`src/design/flrb_regs.vh`:
```
`ifndef FLRB_REGS_VH
`define FLRB_REGS_VH
// Register offsets (byte addresses on the serial link)
`define FLRB_ADDR_FAULT 8'h03
`define FLRB_ADDR_SENSE 8'h04
`define FLRB_ADDR_SOURCE 8'h05
`define FLRB_ADDR_AUX 8'h06
// Fault log bit positions
`define FLRB_BIT_OV 0
`define FLRB_BIT_UV 1
`define FLRB_BIT_OC 2
`define FLRB_BIT_PBAD 3
`define FLRB_BIT_ENCHG 4
`define FLRB_BIT_SHORT 5
`define FLRB_FAULT_MASK 8'h3F
// Reset values
`define FLRB_FAULT_RST 8'h00
`define FLRB_RESULT_RST 8'h00
`define FLRB_ALERT_EN_RST 6'h00
// Sense code above which current flows with the switch off: 1000 uV / 151 uV, rounded down
`define FLRB_SHORT_UV 1000
`define FLRB_SENSE_LSB_UV 151
`define FLRB_SHORT_CODE 8'h06
// Edges until the pin synchronisers show real pin levels after reset
`define FLRB_SETTLE_CYCLES 2'h2
`endif

```
`src/design/flrb_sync.v`:
```
`timescale 1ns/1ps
// Two-flop synchroniser for one asynchronous level
module flrb_sync (
  input wire clk,
  input wire rst_n,
  input wire din,
  output reg dout
);
  reg stage1;

  // First stage feeds only the second
  always @(posedge clk or negedge rst_n) begin
    if (!rst_n) begin
      stage1 <= 1'b0;
      dout <= 1'b0;
    end else begin
      stage1 <= din;
      dout <= stage1;
    end
  end
endmodule // flrb_sync

```
`src/design/flrb_bank.v`:
```
`timescale 1ns/1ps
`include "flrb_regs.vh"
module flrb_bank (
  input wire CORE_CLK,
  input wire RST_N,
  input wire REG_WR,
  input wire REG_RD,
  input wire [7:0] REG_ADDR,
  input wire [7:0] REG_WDATA,
  output reg [7:0] REG_RDATA,
  output reg REG_RVALID,
  input wire [5:0] ALERT_EN,
  input wire SWITCH_ON_CMD,
  input wire OC_FAULT,
  input wire BOARD_ACTIVATE,
  input wire OUTPUT_LEVEL_MONITOR,
  input wire HIGH_SUPPLY_TRIP_INPUT,
  input wire LOW_SUPPLY_TRIP_INPUT,
  input wire CONV_VALID,
  input wire [1:0] CONV_CHAN,
  input wire [7:0] CONV_CODE,
  output reg ALERT_N,
  output reg [7:0] FAULT_LOG
);
  localparam [1:0] CH_SENSE = 2'h0;
  localparam [1:0] CH_SOURCE = 2'h1;
  localparam [1:0] CH_AUX = 2'h2;

  reg [7:0] fault_history;
  reg [7:0] sense_voltage_result;
  reg [7:0] source_voltage_result;
  reg [7:0] aux_input_result;
  reg enable_prev;
  reg enable_seen;
  reg [5:0] event_now;
  reg [7:0] next_fault;
  reg [7:0] read_mux;
  wire enable_s;
  wire level_s;
  wire high_s;
  wire low_s;
  // Pin qualification, strobes and alert
  reg [1:0] settle;
  wire pins_valid;
  wire level_bad;
  wire high_trip;
  wire low_trip;
  wire enable_edge;
  wire short_seen;
  wire wr_fault;
  wire wr_sense;
  wire wr_source;
  wire wr_aux;
  wire load_sense;
  wire load_source;
  wire load_aux;
  wire alert_any;

  // Pin synchronisers
  flrb_sync u_sync_en (
    .clk(CORE_CLK),
    .rst_n(RST_N),
    .din(BOARD_ACTIVATE),
    .dout(enable_s)
  );
  flrb_sync u_sync_fb (
    .clk(CORE_CLK),
    .rst_n(RST_N),
    .din(OUTPUT_LEVEL_MONITOR),
    .dout(level_s)
  );
  flrb_sync u_sync_ov (
    .clk(CORE_CLK),
    .rst_n(RST_N),
    .din(HIGH_SUPPLY_TRIP_INPUT),
    .dout(high_s)
  );
  flrb_sync u_sync_uv (
    .clk(CORE_CLK),
    .rst_n(RST_N),
    .din(LOW_SUPPLY_TRIP_INPUT),
    .dout(low_s)
  );

  // Settle count: synchroniser outputs show reset values for two edges after release
  always @(posedge CORE_CLK or negedge RST_N) begin
    if (!RST_N) begin
      settle <= 2'h0;
    end else if (settle != `FLRB_SETTLE_CYCLES) begin
      settle <= settle + 2'h1;
    end
  end

  // Pin faults count only once the synchronised levels are real, no false flags after reset
  assign pins_valid = (settle == `FLRB_SETTLE_CYCLES);
  assign level_bad = pins_valid && !level_s;
  assign high_trip = pins_valid && high_s;
  assign low_trip = pins_valid && !low_s;
  assign enable_edge = enable_seen && (enable_s != enable_prev);

  // Register strobes decoded once, shared by the write and load paths
  assign wr_fault = REG_WR && (REG_ADDR == `FLRB_ADDR_FAULT);
  assign wr_sense = REG_WR && (REG_ADDR == `FLRB_ADDR_SENSE);
  assign wr_source = REG_WR && (REG_ADDR == `FLRB_ADDR_SOURCE);
  assign wr_aux = REG_WR && (REG_ADDR == `FLRB_ADDR_AUX);
  assign load_sense = CONV_VALID && (CONV_CHAN == CH_SENSE);
  assign load_source = CONV_VALID && (CONV_CHAN == CH_SOURCE);
  assign load_aux = CONV_VALID && (CONV_CHAN == CH_AUX);

  // Switch-short test: current above the threshold while the switch is off
  assign short_seen = !SWITCH_ON_CMD && (sense_voltage_result > `FLRB_SHORT_CODE);

  // Fault events this cycle
  always @* begin
    event_now = 6'h00;
    event_now[`FLRB_BIT_SHORT] = short_seen;
    event_now[`FLRB_BIT_ENCHG] = enable_edge;
    event_now[`FLRB_BIT_PBAD] = level_bad;
    event_now[`FLRB_BIT_OC] = OC_FAULT;
    event_now[`FLRB_BIT_OV] = high_trip;
    event_now[`FLRB_BIT_UV] = low_trip;
  end

  // Host clear by writing zero, a new event wins over the clear
  always @* begin
    next_fault = fault_history;
    if (wr_fault) begin
      next_fault = fault_history & REG_WDATA;
    end
    next_fault = (next_fault | {2'b00, event_now}) & `FLRB_FAULT_MASK;
  end

  // Alert follows the enabled flags of the coming log value
  assign alert_any = |(next_fault[5:0] & ALERT_EN);

  // Read multiplexer, unmapped offsets read zero
  always @* begin
    case (REG_ADDR)
      `FLRB_ADDR_FAULT: read_mux = fault_history;
      `FLRB_ADDR_SENSE: read_mux = sense_voltage_result;
      `FLRB_ADDR_SOURCE: read_mux = source_voltage_result;
      `FLRB_ADDR_AUX: read_mux = aux_input_result;
      default: read_mux = 8'h00;
    endcase
  end

  // Enable pin edge tracking, edges count only once the synchronised pin is real
  always @(posedge CORE_CLK or negedge RST_N) begin
    if (!RST_N) begin
      enable_prev <= 1'b0;
      enable_seen <= 1'b0;
    end else begin
      enable_prev <= enable_s;
      enable_seen <= pins_valid;
    end
  end

  // Fault log and alert
  always @(posedge CORE_CLK or negedge RST_N) begin
    if (!RST_N) begin
      fault_history <= `FLRB_FAULT_RST;
      FAULT_LOG <= `FLRB_FAULT_RST;
      ALERT_N <= 1'b1;
    end else begin
      fault_history <= next_fault;
      FAULT_LOG <= next_fault;
      ALERT_N <= !alert_any;
    end
  end

  // Read port: data holds until the next read
  always @(posedge CORE_CLK or negedge RST_N) begin
    if (!RST_N) begin
      REG_RDATA <= 8'h00;
      REG_RVALID <= 1'b0;
    end else begin
      REG_RVALID <= REG_RD;
      if (REG_RD) begin
        REG_RDATA <= read_mux;
      end
    end
  end

  // Sense result: converter load wins over a host write in the same cycle
  always @(posedge CORE_CLK or negedge RST_N) begin
    if (!RST_N) begin
      sense_voltage_result <= `FLRB_RESULT_RST;
    end else if (load_sense) begin
      sense_voltage_result <= CONV_CODE;
    end else if (wr_sense) begin
      sense_voltage_result <= REG_WDATA;
    end
  end

  // Source result: converter load wins over a host write in the same cycle
  always @(posedge CORE_CLK or negedge RST_N) begin
    if (!RST_N) begin
      source_voltage_result <= `FLRB_RESULT_RST;
    end else if (load_source) begin
      source_voltage_result <= CONV_CODE;
    end else if (wr_source) begin
      source_voltage_result <= REG_WDATA;
    end
  end

  // Aux input result: converter load wins over a host write in the same cycle
  always @(posedge CORE_CLK or negedge RST_N) begin
    if (!RST_N) begin
      aux_input_result <= `FLRB_RESULT_RST;
    end else if (load_aux) begin
      aux_input_result <= CONV_CODE;
    end else if (wr_aux) begin
      aux_input_result <= REG_WDATA;
    end
  end
endmodule // flrb_bank

```
`config.mk`:
```
export PLATFORM = sky130hd
export DESIGN_NAME = flrb_bank
export DESIGN_NICKNAME = d
export VERILOG_FILES = /design/src/design/flrb_sync.v /design/src/design/flrb_bank.v
export VERILOG_INCLUDE_DIRS = /design/src /design/src/design
export SDC_FILE = /design/constraint.sdc
export NUM_CORES = 1
export LEC_CHECK = 0
export BUFFER_PORTS_ARGS = -buffer_cell sky130_fd_sc_hd__buf_2
export CAP_MARGIN = 10
export CORE_ASPECT_RATIO = 1.2
export CORE_UTILIZATION = 48
export DETAILED_ROUTE_END_ITERATION = 10
export GPL_TIMING_DRIVEN = 0
export PLACE_DENSITY = 0.86
export SYNTH_ARGS = -nofsm -noshare
export SYNTH_HDL_FRONTEND = slang
export SYNTH_SLANG_ARGS = --single-unit
```
`constraint.sdc`:
```
create_clock -name CORE_CLK -period 1.7 [get_ports CORE_CLK]
set_clock_uncertainty 0.15 [all_clocks]
set_input_delay 0.085 -clock CORE_CLK [delete_from_list [all_inputs] [get_ports CORE_CLK]]
set_output_delay 0.085 -clock CORE_CLK [all_outputs]
set_load 0.1 [all_outputs]
```
==> flow_metrics.py <==
metrics = {
    "drt": {
        "drtIter0Drc": 129,
        "ant_nets": 0,
        "wl_per_cell_um": 16.7,
        "drc": 0,
        "num_vias": 2127,
        "wl_um": 6500,
        "routed_via_density": 5.45,
        "first_pass_iters": 4,
    },
    "placed_design": {
        "place_inst": 350,
        "hpwl_um": 4250,
        "place_congestion": 0.853,
        "numPortBuffers": 58,
        "place_ws_ns": -0.301,
        "placed_area_um2": 2890,
    },
    "logic_synthesis": {
        "synth-edff-count": 0,
        "seq_area_frac_synth": 0.524,
        "synthCells": 231,
        "async_reset_ff_frac": 1.00,
        "yosys_warnings": 0,
        "ys.flop_type": "dfrtp_1",
        "ys_types": 45,
        "avgSynthCellArea_um2": 10.8,
        "synthesis.area_um2": 2490,
        "ys_ff_latch": 52,
    },
    "clock_network": {
        "clk_pin_slew_ns": 0.09,
        "htreeDepth": 2,
        "cts_tree": "yes",
        "cts-buffers-inserted": 5,
        "cts_buffer_depth": 2,
        "cts_root_buf": "clkbuf_8",
        "cts_sinks": 52,
        "clk_latency_ns": 0.31,
    },
    "layout": {
        "area_growth_pct": 36.5,
        "multi_input_area_um2": 1160,
        "stdcell_count": 390,
        "fill_cells": 370,
        "layout_common_cells": "buf_2 (60), dfrtp_1 (49), dlygate4sd3_1 (31), mux2i_1 (26), nand2_1 (25)",
        "stdcell_area_um2": 3400,
        "drive_above_1_share": 0.297,
        "nets": 373,
        "final_common_cell": "buf_2",
        "seq_area_um2": 1310,
        "antennaDiodeCount": 0,
    },
    "critical_path": {
        "crit_path_end_kind": "register",
        "start_kind": "register",
        "max_stage_delay_ns": 0.40,
        "cp_data_arrival_time_ns": 1.77,
        "crit_fanout": 3,
        "startpoint": "sense_voltage_result[1]",
        "r2r_start": "sense_voltage_result[1]",
        "cp.required_ns": 1.78,
        "cp_slowest_cell": "dfrtp_1",
        "crit_path_cell_trace": "a311o_1, nor4_4, o311a_1, nand3_2, a211oi_2",
        "worstSetupPathType": "reg2reg",
    },
    "timing": {
        "worst_pin_slew_ns": 0.704,
        "whs_ns": 0.0162,
        "hold_viol_final": 0,
        "min_period_ns": 1.69,
        "worst_slack_ns": 0.0138,
        "grt_setup_unrepaired": "true",
        "finalCritPeriodShare": 0.992,
        "fmax_mhz": 593,
        "setup_viol": 0,
        "max_slew_margin": 0.531,
        "drv_slew": 0,
    },
    "hold_path": {
        "hold_class": "in2reg",
        "worstHoldStart": "ALERT_EN[3]",
    },
    "global_routing": {
        "grt_max_degree": 53,
        "grt_pass1_wl_um": 10300,
        "antenna_found_initial": 0,
        "grtUsageTotal": 0.260,
        "grt_pass1_vias": 2132,
        "overflow": 0,
    },
    "die": {
        "initial_core_util": 0.500,
        "die_area_um2": 5480,
        "core_area_um2": 4970,
        "pin_count": 61,
        "rows": 28,
        "fp.dieW_um": 67.7,
        "die_h_um": 80.9,
    },
    "pwr": {
        "p_leak_uw": 0.00161,
        "p_per_area_nw_per_um2": 841,
        "vdd_ir_drop_max_v": 0.000587,
    },
    "run_status": {
        "status": "complete, no violations",
    },
    "job": {
        "cap_violations": 0,
    },
}
cell families (layout without fill, tap and decap cells):
| kind of cell | Yosys count | after routing | share of synthesized area |
|---|---|---|---|
| flip-flops | 52 | 52 | 0.524 |
| AND/OR/NAND/NOR | 54 | 54 | 0.103 |
| multiplexers | 32 | 32 | 0.132 |
| AO/OA/AOI/OAI | 70 | 70 | 0.194 |
| adder cells (fa/ha/maj) | 1 | 1 | 0.00503 |
| XOR/XNOR | 2 | 2 | 0.00704 |
| other | 1 | 2 | 0.00151 |
| buffers and inverters | 19 | 117 | 0.0342 |
per-stage QoR:
step | power (uW) | setup TNS (ns) | utilization
detailed placement | 1870 | -6.41 | 0.581
CTS | 2840 | 0 | 0.673
floorplan | 1700 | -0.0137 | -
global route | 2970 | -0.0290 | 0.683
global placement | 1850 | -5.38 | 0.581
finish | 2860 | 0 | 0.683
final timing paths:
path / cells past startpoint / end / slack [ns]
worst min-delay path: 5 / ALERT_N / 0.02
worst max register to register: 5 / ALERT_N / 0.01
worst max-delay path: 5 / ALERT_N / 0.01
min in group asynchronous: 2 / REG_RDATA[5] / 0.03
worst min register to register: 0 / u_sync_uv.dout / 0.21
max in group asynchronous: 3 / ALERT_N / 0.81
per-layer routing:
layer | vias to the layer above | global-route usage | share of wire
met3 | 15 | 0.0407 | 0.035
met4 | 0 | 0.109 | 0.028
met2 | 55 | 0.460 | 0.52
li1 | 1027 | - | -
met1 | 1030 | 0.306 | 0.41
met5 | - | 0 | 0
flip-flops by register name, indices dropped and copies added (netlist names):
register and count:
settle 2, u_sync_fb.dout 1, u_sync_uv.stage1 1, enable_seen 1
u_sync_en.dout 1, fault_history 6, enable_prev 1, u_sync_ov.dout 1
sense_voltage_result 8, ALERT_N 1, u_sync_en.stage1 1, u_sync_fb.stage1 1
source_voltage_result 8, u_sync_ov.stage1 1, u_sync_uv.dout 1, aux_input_result 8
REG_RDATA 8, REG_RVALID 1
synthesized netlist by cell type, types with 2 or more instances:
cell       count  area [um^2]
nand2b_1       2         12.5
o21ai_1        3         15.0
buf_1          2         7.51
mux2_2         6         67.6
nor2_1        11         41.3
a22o_1         8         70.1
buf_4          3         22.5
inv_1          5         18.8
buf_2          2         10.0
o2bb2ai_1      8         70.1
o21ai_0       22          110
a22oi_1        6         45.0
nand3b_1       3         22.5
dfrtp_1       51         1280
a21oi_1       11         55.1
mux2i_1       26          260
clkbuf_1       6         22.5
nand2_1       25         93.8
nor2b_1        5         31.3
critical path: cells and delay by family, from the launching register on:
family / cells / cell delay [ns]
flip-flops: 1 / 0.40
AO/OA/AOI/OAI: 3 / 0.76
AND/OR/NAND/NOR: 2 / 0.29
layout make-up:
| type | instances | share of cell area |
|---|---|---|
| inverter | 6 | 0.00663 |
| clock buffer | 7 | 0.0284 |
| tap | 60 | 0.0221 |
| sequential | 52 | 0.384 |
| multi-input combinational | 161 | 0.343 |
| clock inverter | 1 | 0.00884 |
| timing repair buffer | 92 | 0.187 |
| buffer | 11 | 0.0195 |
power breakdown:
group	internal, uW	switching (uW)	leakage, uW
clock network	520	404	0.0000645
registers	1350	75.1	0.000610
logic	236	272	0.000940
timing repair:
item,CTS,global route
hold buffers,31,0
gates cloned,0,0
resized for setup,5,6
hold endpoints to repair,85,0
buffers inserted,0,2
endpoints found under the setup margin,1,12
(Power assumes the default switching activity.)
